===== src/logic/sids_defs.svh =====
// constants for the station identification scheduler
`ifndef SIDS_DEFS_SVH
`define SIDS_DEFS_SVH
`define SIDS_CLK_HZ 64'd200000000
`define SIDS_HOLDOFF_S 64'd120
`define SIDS_HOLDOFF_CYC (`SIDS_HOLDOFF_S * `SIDS_CLK_HZ)
`define SIDS_UNIT_S 64'd60
`define SIDS_UNIT_CYC (`SIDS_UNIT_S * `SIDS_CLK_HZ)
`define SIDS_INT_OFF 8'hff
`define SIDS_ADDR_CTRL 12'h000
`define SIDS_ADDR_EXCL 12'h004
`define SIDS_ADDR_MIX 12'h008
`define SIDS_ADDR_STAT 12'h00c
`define SIDS_MODE_ANALOG 2'h0
`define SIDS_MODE_DIGITAL 2'h1
`define SIDS_MODE_DYNAMIC 2'h2
`define SIDS_INT_RST 8'hff
`endif


===== src/logic/sids_pkg.sv =====
// types for the station identification scheduler
package sids_pkg;
   typedef enum logic [1:0] {
      SIDS_IDLE,
      SIDS_EXCL,
      SIDS_MIX
   } sids_state_t;
endpackage


===== src/logic/sids_sync.sv =====
// two-flop synchroniser for pin inputs
`timescale 1ns/10ps
module sids_sync (
   // clock and reset
   input wire logic i_mclk,
   input wire logic i_rst_b,
   // data
   input wire logic i_d,
   output logic o_q
);
   logic meta_q;
   always_ff @(posedge i_mclk or negedge i_rst_b) begin
      if (!i_rst_b) begin
         meta_q <= 1'b0;
         o_q <= 1'b0;
      end else begin
         meta_q <= i_d;
         o_q <= meta_q;
      end
   end
endmodule


===== src/logic/sids_timer.sv =====
// interval timer counting minute ticks; 255 means disabled
`timescale 1ns/10ps
`include "sids_defs.svh"
module sids_timer (
   // clock and reset
   input wire logic i_mclk,
   input wire logic i_rst_b,
   // control
   input wire logic i_tick,
   input wire logic i_restart,
   input wire logic [7:0] i_interval,
   // status
   output logic o_expired
);
   logic [7:0] cnt_q;
   wire off = (i_interval == `SIDS_INT_OFF);
   always_ff @(posedge i_mclk or negedge i_rst_b) begin
      if (!i_rst_b) begin
         cnt_q <= 8'h00;
         o_expired <= 1'b0;
      end else if (i_restart || off) begin
         cnt_q <= 8'h00;
         o_expired <= 1'b0;
      end else if (i_tick && !o_expired) begin
         cnt_q <= cnt_q + 8'h01;
         o_expired <= (cnt_q + 8'h01) >= i_interval;
      end
   end
endmodule


===== src/logic/sids_sched.sv =====
// station identification scheduler with apb registers
//
// Design decisions made here: the address map and register access over APB.
`timescale 1ns/10ps
`include "sids_defs.svh"
module sids_sched
   import sids_pkg::*;
#(
   parameter longint HOLDOFF_CYC = `SIDS_HOLDOFF_CYC,
   parameter longint UNIT_CYC = `SIDS_UNIT_CYC
) (
   // clock and reset
   input wire logic i_mclk,
   input wire logic i_rst_b,
   // apb slave
   input wire logic i_psel,
   input wire logic i_penable,
   input wire logic i_pwrite,
   input wire logic [11:0] i_paddr,
   input wire logic [31:0] i_pwdata,
   output logic [31:0] o_prdata,
   output logic o_pready,
   output logic o_pslverr,
   // repeater keying and receive activity pins
   input wire logic i_tx_keyed,
   input wire logic i_tot_dekey,
   input wire logic i_rx_active,
   input wire logic i_acc_ptt,
   // tone generator handshake
   input wire logic i_tag_done,
   output logic o_tag_start,
   output logic o_tag_mixed,
   output logic o_tag_busy,
   output logic o_tag_abort
);
   import sids_pkg::*;

   // ****************************************
   // input synchronisers
   // ****************************************
   logic keyed_s, tot_s, rx_s, ptt_s;
   logic [3:0] pin_raw, pin_syn;
   assign pin_raw = {i_tx_keyed, i_tot_dekey, i_rx_active, i_acc_ptt};
   genvar gi;
   generate
      for (gi = 0; gi < 4; gi++) begin : g_sync
         sids_sync u_sync (
            .i_mclk(i_mclk),
            .i_rst_b(i_rst_b),
            .i_d(pin_raw[gi]),
            .o_q(pin_syn[gi])
         );
      end
   endgenerate
   assign keyed_s = pin_syn[3];
   assign tot_s = pin_syn[2];
   assign rx_s = pin_syn[1];
   assign ptt_s = pin_syn[0];

   // ****************************************
   // registers
   // ****************************************
   logic [1:0] mode_q;
   logic [7:0] excl_int_q, mix_int_q;
   logic keyed_q, tot_q;
   logic excl_pend_q, mix_pend_q;
   logic [35:0] hold_q;
   logic hold_done_q;
   logic [35:0] unit_q;
   logic tick_q;
   logic [7:0] tag_cnt_q;
   logic [7:0] abort_cnt_q;
   sids_state_t state_q;

   // ****************************************
   // apb decode
   // ****************************************
   wire acc = i_psel && i_penable;
   wire wr = acc && i_pwrite;
   wire sel_ctrl = (i_paddr == `SIDS_ADDR_CTRL);
   wire sel_excl = (i_paddr == `SIDS_ADDR_EXCL);
   wire sel_mix = (i_paddr == `SIDS_ADDR_MIX);
   wire sel_stat = (i_paddr == `SIDS_ADDR_STAT);
   wire mapped = sel_ctrl | sel_excl | sel_mix | sel_stat;
   wire [31:0] stat_word = {8'h00, abort_cnt_q, tag_cnt_q, 1'b0,
      hold_done_q, excl_pend_q, mix_pend_q, keyed_q,
      (state_q == SIDS_MIX), (state_q == SIDS_EXCL),
      (state_q != SIDS_IDLE)};
   wire [31:0] rd_word = sel_ctrl ? {30'h0, mode_q} :
      sel_excl ? {24'h0, excl_int_q} :
      sel_mix ? {24'h0, mix_int_q} :
      sel_stat ? stat_word : 32'h0;

   // one-wait answer, registered one cycle into the access phase
   wire ans_d = acc && !o_pready;
   wire [31:0] prdata_d = ans_d ? rd_word : 32'h0;
   wire pslverr_d = ans_d && !mapped;
   always_ff @(posedge i_mclk or negedge i_rst_b) begin
      if (!i_rst_b) begin
         o_pready <= 1'b0;
      end else begin
         o_pready <= ans_d;
      end
   end

   // read data stands only with pready, zero otherwise
   always_ff @(posedge i_mclk or negedge i_rst_b) begin
      if (!i_rst_b) begin
         o_prdata <= 32'h0;
      end else begin
         o_prdata <= prdata_d;
      end
   end

   always_ff @(posedge i_mclk or negedge i_rst_b) begin
      if (!i_rst_b) begin
         o_pslverr <= 1'b0;
      end else begin
         o_pslverr <= pslverr_d;
      end
   end

   // unmapped writes miss every select and change nothing
   wire wr_take = wr && o_pready;
   wire wr_ctrl = wr_take && sel_ctrl;
   wire wr_excl = wr_take && sel_excl;
   wire wr_mix = wr_take && sel_mix;

   always_ff @(posedge i_mclk or negedge i_rst_b) begin
      if (!i_rst_b) begin
         mode_q <= `SIDS_MODE_ANALOG;
      end else if (wr_ctrl) begin
         mode_q <= i_pwdata[1:0];
      end
   end

   always_ff @(posedge i_mclk or negedge i_rst_b) begin
      if (!i_rst_b) begin
         excl_int_q <= `SIDS_INT_RST;
      end else if (wr_excl) begin
         excl_int_q <= i_pwdata[7:0];
      end
   end

   always_ff @(posedge i_mclk or negedge i_rst_b) begin
      if (!i_rst_b) begin
         mix_int_q <= `SIDS_INT_RST;
      end else if (wr_mix) begin
         mix_int_q <= i_pwdata[7:0];
      end
   end

   // ****************************************
   // keying edges and hold-off
   // ****************************************
   wire analog = (mode_q == `SIDS_MODE_ANALOG);
   wire key_up = keyed_s && !keyed_q;
   wire de_key = !keyed_s && keyed_q;
   wire tot_edge = tot_s && !tot_q;
   wire all_off = (excl_int_q == `SIDS_INT_OFF) &&
      (mix_int_q == `SIDS_INT_OFF);

   always_ff @(posedge i_mclk or negedge i_rst_b) begin
      if (!i_rst_b) begin
         keyed_q <= 1'b0;
         tot_q <= 1'b0;
      end else begin
         keyed_q <= keyed_s;
         tot_q <= tot_s;
      end
   end

   // hold-off restarts on every key-up; a de-key clears it
   always_ff @(posedge i_mclk or negedge i_rst_b) begin
      if (!i_rst_b) begin
         hold_q <= 36'h0;
         hold_done_q <= 1'b0;
      end else if (key_up || !keyed_s) begin
         hold_q <= 36'h0;
         hold_done_q <= 1'b0;
      end else if (!hold_done_q) begin
         hold_q <= hold_q + 36'h1;
         hold_done_q <= (hold_q + 36'h1) >= HOLDOFF_CYC[35:0];
      end
   end

   // ****************************************
   // interval timers, minute ticks
   // ****************************************
   always_ff @(posedge i_mclk or negedge i_rst_b) begin
      if (!i_rst_b) begin
         unit_q <= 36'h0;
         tick_q <= 1'b0;
      end else if (unit_q >= UNIT_CYC[35:0] - 36'h1) begin
         unit_q <= 36'h0;
         tick_q <= 1'b1;
      end else begin
         unit_q <= unit_q + 36'h1;
         tick_q <= 1'b0;
      end
   end

   wire tag_fin = (state_q != SIDS_IDLE) && i_tag_done;
   logic excl_exp, mix_exp;
   sids_timer u_excl (
      .i_mclk(i_mclk),
      .i_rst_b(i_rst_b),
      .i_tick(tick_q),
      .i_restart(tag_fin),
      .i_interval(excl_int_q),
      .o_expired(excl_exp)
   );
   sids_timer u_mix (
      .i_mclk(i_mclk),
      .i_rst_b(i_rst_b),
      .i_tick(tick_q),
      .i_restart(tag_fin),
      .i_interval(mix_int_q),
      .o_expired(mix_exp)
   );

   // ****************************************
   // scheduling
   // ****************************************
   // analog only; digital and dynamic modes never abort
   wire abort_now = (state_q == SIDS_EXCL) && analog &&
      (rx_s || keyed_s);
   // a time-out de-key sends a tag even before the timer ran out
   wire excl_go = (state_q == SIDS_IDLE) && !all_off &&
      ((excl_pend_q && de_key) || tot_edge);
   wire mix_go = (state_q == SIDS_IDLE) && mix_pend_q && !excl_go &&
      analog && keyed_s && hold_done_q && !all_off;
   // expiry lingers in the completion cycle; masked so it cannot re-arm
   wire excl_set = ((excl_exp && !tag_fin) || tot_edge) &&
      !all_off;
   wire mix_set = mix_exp && !tag_fin && !all_off;

   // set wins over completion clear
   always_ff @(posedge i_mclk or negedge i_rst_b) begin
      if (!i_rst_b) begin
         excl_pend_q <= 1'b0;
      end else begin
         excl_pend_q <= excl_set || (excl_pend_q && !tag_fin);
      end
   end

   always_ff @(posedge i_mclk or negedge i_rst_b) begin
      if (!i_rst_b) begin
         mix_pend_q <= 1'b0;
      end else begin
         mix_pend_q <= mix_set || (mix_pend_q && !tag_fin);
      end
   end

   always_ff @(posedge i_mclk or negedge i_rst_b) begin
      if (!i_rst_b) begin
         state_q <= SIDS_IDLE;
      end else begin
         case (state_q)
            SIDS_IDLE: begin
               if (excl_go) state_q <= SIDS_EXCL;
               else if (mix_go) state_q <= SIDS_MIX;
            end
            SIDS_EXCL: begin
               if (i_tag_done || abort_now) state_q <= SIDS_IDLE;
            end
            SIDS_MIX: begin
               if (i_tag_done || !keyed_s) state_q <= SIDS_IDLE;
            end
            default: state_q <= SIDS_IDLE;
         endcase
      end
   end

   // ****************************************
   // outputs and counters
   // ****************************************
   wire start_d = excl_go || mix_go;
   wire mixed_d = (state_q == SIDS_MIX) || mix_go;
   // busy drops with done or abort, so a late done is never honoured
   wire busy_d = start_d ||
      ((state_q != SIDS_IDLE) && !i_tag_done && !abort_now);
   wire abort_d = abort_now && !i_tag_done;

   always_ff @(posedge i_mclk or negedge i_rst_b) begin
      if (!i_rst_b) begin
         o_tag_start <= 1'b0;
      end else begin
         o_tag_start <= start_d;
      end
   end

   always_ff @(posedge i_mclk or negedge i_rst_b) begin
      if (!i_rst_b) begin
         o_tag_mixed <= 1'b0;
      end else begin
         o_tag_mixed <= mixed_d;
      end
   end

   always_ff @(posedge i_mclk or negedge i_rst_b) begin
      if (!i_rst_b) begin
         o_tag_busy <= 1'b0;
      end else begin
         o_tag_busy <= busy_d;
      end
   end

   always_ff @(posedge i_mclk or negedge i_rst_b) begin
      if (!i_rst_b) begin
         o_tag_abort <= 1'b0;
      end else begin
         o_tag_abort <= abort_d;
      end
   end

   // counters wrap at 255; software takes differences between reads
   always_ff @(posedge i_mclk or negedge i_rst_b) begin
      if (!i_rst_b) begin
         tag_cnt_q <= 8'h00;
      end else if (tag_fin) begin
         tag_cnt_q <= tag_cnt_q + 8'h01;
      end
   end

   always_ff @(posedge i_mclk or negedge i_rst_b) begin
      if (!i_rst_b) begin
         abort_cnt_q <= 8'h00;
      end else if (abort_d) begin
         abort_cnt_q <= abort_cnt_q + 8'h01;
      end
   end
   // ptt on the accessory port never cancels an exclusive tag
   wire unused_ptt = ptt_s;
endmodule


===== config.mk =====
export PLATFORM = sky130hd
export DESIGN_NAME = sids_sched
export DESIGN_NICKNAME = d
export VERILOG_FILES = /design/src/logic/sids_pkg.sv /design/src/logic/sids_sync.sv /design/src/logic/sids_timer.sv /design/src/logic/sids_sched.sv
export VERILOG_INCLUDE_DIRS = /design/src /design/src/logic
export SDC_FILE = /design/constraint.sdc
export NUM_CORES = 1
export LEC_CHECK = 0
export BUFFER_PORTS_ARGS = -buffer_cell sky130_fd_sc_hd__buf_4
export CAP_MARGIN = 20
export CORE_MARGIN = 2
export CORE_UTILIZATION = 40
export CTS_BUF_LIST = sky130_fd_sc_hd__clkbuf_4 sky130_fd_sc_hd__clkbuf_8
export DETAILED_ROUTE_END_ITERATION = 6
export SYNTH_ARGS = -nofsm -noshare
export SYNTH_HDL_FRONTEND = slang
export SYNTH_SLANG_ARGS = --single-unit

===== constraint.sdc =====
create_clock -name i_mclk -period 3.22 [get_ports i_mclk]
set_input_delay 0.966 -clock i_mclk [delete_from_list [all_inputs] [get_ports i_mclk]]
set_output_delay 0.966 -clock i_mclk [all_outputs]
set_load 0.02 [all_outputs]

* Yosys cells after proc, flatten, opt, wreduce, memory -nomap -nowiden *
Index checks and enable logic that the tools add are counted.

word-level totals
  flip-flop bits (word level) = 168
  output and inout bits = 38
  word-level logic and storage cells = 146

cells by class
  add/sub/neg operators = 6
  magnitude comparators = 4
  multiplexer cells = 24
  equality and inequality tests = 11
  reductions and logical operators = 67
  bitwise logic cells = 3

operators by type and width
  kind                                                                      number
  24-bit 2-to-1 mux                                                         5
  36-bit 2-to-1 mux                                                         3
  36-bit by 1-bit adder with 36-bit output (second input constant)          2
  36-bit by 34-bit >= comparator with 1-bit output (second input constant)  1
  36-bit by 35-bit >= comparator with 1-bit output (second input constant)  1
  1-bit logical AND                                                         35
  8-bit by 1-bit adder with 8-bit output (second input constant)            4
  8-bit 2-to-1 mux                                                          4
  12-bit by 4-bit equality test with 1-bit output (second input constant)   2
  8-bit equality test (second input constant)                               2
  8-bit >= comparator                                                       2
  1-bit logical OR                                                          13
  12-bit by 3-bit equality test with 1-bit output (second input constant)   1
  1-bit zero test                                                           12
  12-bit zero test                                                          1
  2-bit 2-to-1 mux                                                          4
  1-bit 2-to-1 mux                                                          7
  2-bit by 1-bit inequality test with 1-bit output (second input constant)  3
  2-bit one-hot mux with 3 select lines                                     1
  2-bit nonzero test                                                        3
  2-bit zero test                                                           2
  3-bit inequality test (second input constant)                             1
  1-bit bitwise OR                                                          3
  3-bit AND reduction                                                       1
  2 further kinds                                                           2

* Logic depth before layout (Yosys ltp) *
  word-level depth = 14
  depth in mapped cells = 11
  mapped depth without buffers = 9

* Modules after synthesis *
Synthesis repeated with hierarchy kept, for this count alone.

unflattened totals
  cell total of the unflattened synthesis = 841
  area total of the unflattened synthesis = 8523.2 um^2

by module, submodules not included
  module      instances  area an instance (um^2)  seq. area each (um^2)  cells an instance
  sids_sched  1          6979.2                   3623.5                 679
  sids_timer  2          696.9                    225.2                  78
  sids_sync   3          50.0                     50.0                   2

* Worst setup path after synthesis *
Ideal clock, no wire load.

  path kind = input to register
  start = in i_paddr[7]
  end = reg excl_int_q[4]
  data required time = 3141 ps
  path buffers = 1
  arrival time = 2807 ps
  stages on the path = 7
  setup time = 79 ps
  setup slack = 334 ps
  cell sequence = or4_1 nor4_1 nand4_1 nor3b_2 clkbuf_1 nand2_1 o21ai_0

between the ends
  word-level cells in the longest chain between the ends = 2

RTL lines
  element                                                           line               RTL
  start: declaration                                                sids_sched.sv:19   input wire logic [11:0] i_paddr,
  12-bit by 3-bit equality test with 1-bit output (no source line)  n/a
  1-bit logical AND                                                 sids_sched.sv:126  wire wr_excl = wr_take && sel_excl;
  end signal: assignment                                            sids_sched.sv:139  excl_int_q <= `SIDS_INT_RST;
  end signal: assignment                                            sids_sched.sv:141  excl_int_q <= i_pwdata[7:0];
  end: declaration                                                  sids_sched.sv:64   logic [7:0] excl_int_q, mix_int_q;

No other way between the ends.
A chain may end at the register's enable or synchronous reset.

* Worst setup path after layout *
  start = reg unit_q[0]
  end = reg unit_q[22]

between the ends
  word-level cells in the longest chain between the ends = 2

RTL lines
  element                                                                                                              line                                  RTL
  start: declaration                                                                                                   sids_sched.sv:69                      logic [35:0] unit_q;
  start signal: assignment                                                                                             sids_sched.sv:198                     unit_q <= unit_q + 36'h1;
  36-bit by 1-bit adder with 36-bit output / 36-bit by 34-bit >= comparator with 1-bit output (equally long branches)  sids_sched.sv:198, sids_sched.sv:194
  36-bit 2-to-1 mux *                                                                                                  sids_sched.sv:194                     end else if (unit_q >= UNIT_CYC[35:0] - 36'h1) begin

Every way passes the cells marked *; elsewhere a longest branch is shown, timed or not.

==> summary.txt <==
Status
  • Status: finished clean

Setup path
  • Crit path max fanout: 33
  • Crit path cell chain: ha_1 > and2_1 > nand4_1 > o31ai_1 > a211o_1 > a21oi_1 > o21ai_1 > a311o_1 > buf_4 > nor2_1
  • FF-to-FF setup slack: 0.62 ns
  • Startpoint class of the critical path: flop
  • CP peak stage delay: 0.41 ns
  • R2R Path End: unit_q[22]
  • Worst r2r path cells: 10
  • Buffers & Inverters on Critical Path: 1
  • Data arrival, critical path: 2.98 ns
  • Crit Path Class: flop to flop
  • Crit path max-delay family: compound AO/OA/AOI/OAI gates
  • RR Startpoint: unit_q[0]
  • Critical path required time: 3.60 ns
  • Crit end category: flop
  • Critical-path top delay cell: dfrtp_1

Yosys
  • Post-synth top area share: 0.454
  • Average size of a mapped cell: 9.79 µm²
  • Cell count after synthesis: 856
  • Post-synth top area cell: dfrtp_1
  • Yosys warns: 0
  • Compound-Gate Fraction of Synth Area: 0.0742
  • Post-synth top cells: dfrtp_1 (152), nor2_1 (126), nand2_1 (72), xnor2_1 (52), xor2_1 (52)
  • Main combinational cell family by area after synthesis: simple AND/OR/NAND/NOR gates
  • Seq cells post-synth: 168
  • Top FF cell, synth: dfrtp_1
  • Top cells by area, synth: dfrtp_1 (45%), nor2_1 (5.6%), xnor2_1 (5.4%)
  • Post-synthesis mux area share: 0.0142
  • Post-synth cell types: 56
  • Post-synth EDFFs: 0
  • Most numerous cell in the Yosys netlist: dfrtp_1
  • Post-Synth XOR/XNOR Area: 0.109
  • Sequential fraction of the synthesis area: 0.504
  • Synth Area in Simple Gates: 0.237
  • Synthesized area: 8380 µm²
  • Post-synthesis async set-or-reset flop share: 1.00
  • Area share of fa/ha/maj cells after synthesis: 0.0329

STA
  • Worst Tran Pin Value: 1.12 ns
  • Worst Hold Margin: 0.354 ns
  • Final period util: 0.806
  • Final Max Slew Viols: 0
  • RSZ-0062 raised after global routing: no
  • Max Clk Rate: 385 MHz
  • Post-route minimum period: 2.60 ns
  • Clock skew: 0.0165 ns
  • Hold Vio Cnt, Final: 0
  • Total negative slack: 0 ns
  • Slew margin rel.: 0.236
  • Setup Viol. Count Final: 0

Final layout
  • Register area: 4220 µm²
  • Share of cells above drive strength 1: 0.150
  • Area Overhead vs Synth: 14.0%
  • Number of nets in the layout: 996
  • ANT cells: 0
  • Filler Cells Inserted: 1,958
  • Combined area of the multi-input logic cells: 3950 µm²

Power
  • Power Total: 4.45 mW
  • Power Dens Cells: 466 nW/µm²
  • Worst VDD drop: 0.302 mV
  • Leakage: 4.35 nW

Clock tree
  • Clock Path Buffers: 2
  • Setup repair bufs after CTS: 0
  • Sink Count: 168
  • CTS Buf Count: 17
  • Skew-Pair Late Insertion Delay: 0.46 ns
  • CTS Hold Buffers Added: 0
  • # resized after CTS: 0
  • Htree depth: 4
  • Worst-path clk slew: 0.09 ns
  • CTS tree: yes
  • Root Driver: clkbuf_8

Worst hold path
  • Hold path startpoint: g_sync[2].u_sync.meta_q
  • Hold EP: g_sync[2].u_sync.o_q
  • Worst Hold Depth: 0
  • Worst min path class: flop to flop

GRT
  • Global-route wire length before repair: 28,800 µm
  • Grt ovf: 0
  • Largest net degree at the start of global routing: 59
  • All-Layer GR Usage: 0.160
  • Number of global-route vias before repair: 5,970
  • Antenna violations before repair: 0

Floorplan
  • # IOs: 92
  • Die width: 149 µm
  • Total die area: 22,100 µm²
  • Rows: 52
  • Starting density of the core: 0.411
  • Die Y: 149 µm
  • Core area: 20,400 µm²

Placement
  • Placer Congestion: 0.787
  • Post-detail-place hpwl: 11,600 µm
  • Number of buffers added on ports: 58

Route
  • Post-Route WL: 16,500 µm
  • Total number of vias: 5,959
  • Post-route ant nets: 0
  • Iter 0 DRT Violations: 274
  • # DRC: 0
  • First-pass DRT Iterations: 4
  • Avg WL per Cell: 13.7 µm
  • Avg Vias per Cell: 4.95

Run
  • Max Cap Viol: 0
-- cell type report --
type                            count  area share
Clock inverter                     15      0.0182
Inverter                           21     0.00825
Timing Repair Buffer               70      0.0580
Tap cell                          270      0.0354
Sequential cell                   168       0.442
Multi-Input combinational cell    642       0.413
Clock buffer                       17      0.0245
-- sequential cells by signal, summed over array words and instances (netlist names), 2 cells and up --
register              flops
o_prdata                 24
hold_q                   36
u_excl.cnt_q              8
mix_int_q                 8
mode_q                    2
g_sync.u_sync.meta_q      3
state_q                   2
tag_cnt_q                 8
abort_cnt_q               8
g_sync.u_sync.o_q         3
unit_q                   36
u_mix.cnt_q               8
excl_int_q                8
-- logic make-up (layout without fill, tap and decap cells) --
group	Yosys count	after routing
flip-flops	168	168
XOR/XNOR	104	104
multiplexers	10	10
AO/OA/AOI/OAI	106	106
other	1	10
adder cells (fa/ha/maj)	22	22
buffers and inverters	55	123
AND/OR/NAND/NOR	390	390
-- worst max-delay path by stage --
| stage | startpoint | end | slack (ns) | cells past startpoint |
|---|---|---|---|---|
| floorplan | i_paddr[7] | excl_int_q[4] | 0.33 | 7 |
| global placement | i_paddr[7] | mode_q[1] | 0.23 | 6 |
| detailed placement | i_paddr[7] | mode_q[0] | 0.22 | 6 |
| CTS | unit_q[0] | unit_q[20] | 0.58 | 10 |
| global route | hold_q[3] | hold_done_q | 0.43 | 8 |
| finish | unit_q[0] | unit_q[22] | 0.62 | 10 |
-- power breakdown --
part	internal [mW]	switching (mW)	total [mW]
combinational	0.240	0.287	0.527
sequential	2.24	0.151	2.39
clock	0.659	0.876	1.54
-- cell usage in the layout (no fill, tap or decap), types with 16 or more instances in the layout --
| cell | count |
|---|---|
| and3_1 | 19 |
| buf_4 | 67 |
| xnor2_1 | 52 |
| dfstp_2 | 16 |
| nand3_1 | 35 |
| nor2_1 | 126 |
| clkbuf_8 | 17 |
| a21oi_1 | 25 |
| o21ai_0 | 43 |
| ha_1 | 22 |
| and2_1 | 22 |
| dfrtp_1 | 152 |
| inv_1 | 21 |
| nand4_1 | 22 |
| nand2_1 | 72 |
| xor2_1 | 52 |
-- metal layers --
metal | GRT usage | part of all wire | vias up
met1 | 0.222 | 0.50 | 2863
met2 | 0.259 | 0.47 | 59
met3 | 0.0301 | 0.023 | 6
met4 | 0.0424 | 0.0067 | 0
li1 | - | - | 3031
met5 | 0 | 0 | -
-- per-stage QoR --
stage          cell area (µm²)  utilization  setup slack [ns]  instances
3_5_place_dp              9140        0.449             0.215       1171
3_3_place_gp              9140        0.449             0.228       1171
6_report                  9550        0.469             0.625       1203
4_1_cts                   9550        0.469             0.580       1203
5_1_grt                   9550        0.469             0.429       1203
2_1_floorplan             8410            -             0.334        865
Power figures use the tool's default switching activity.
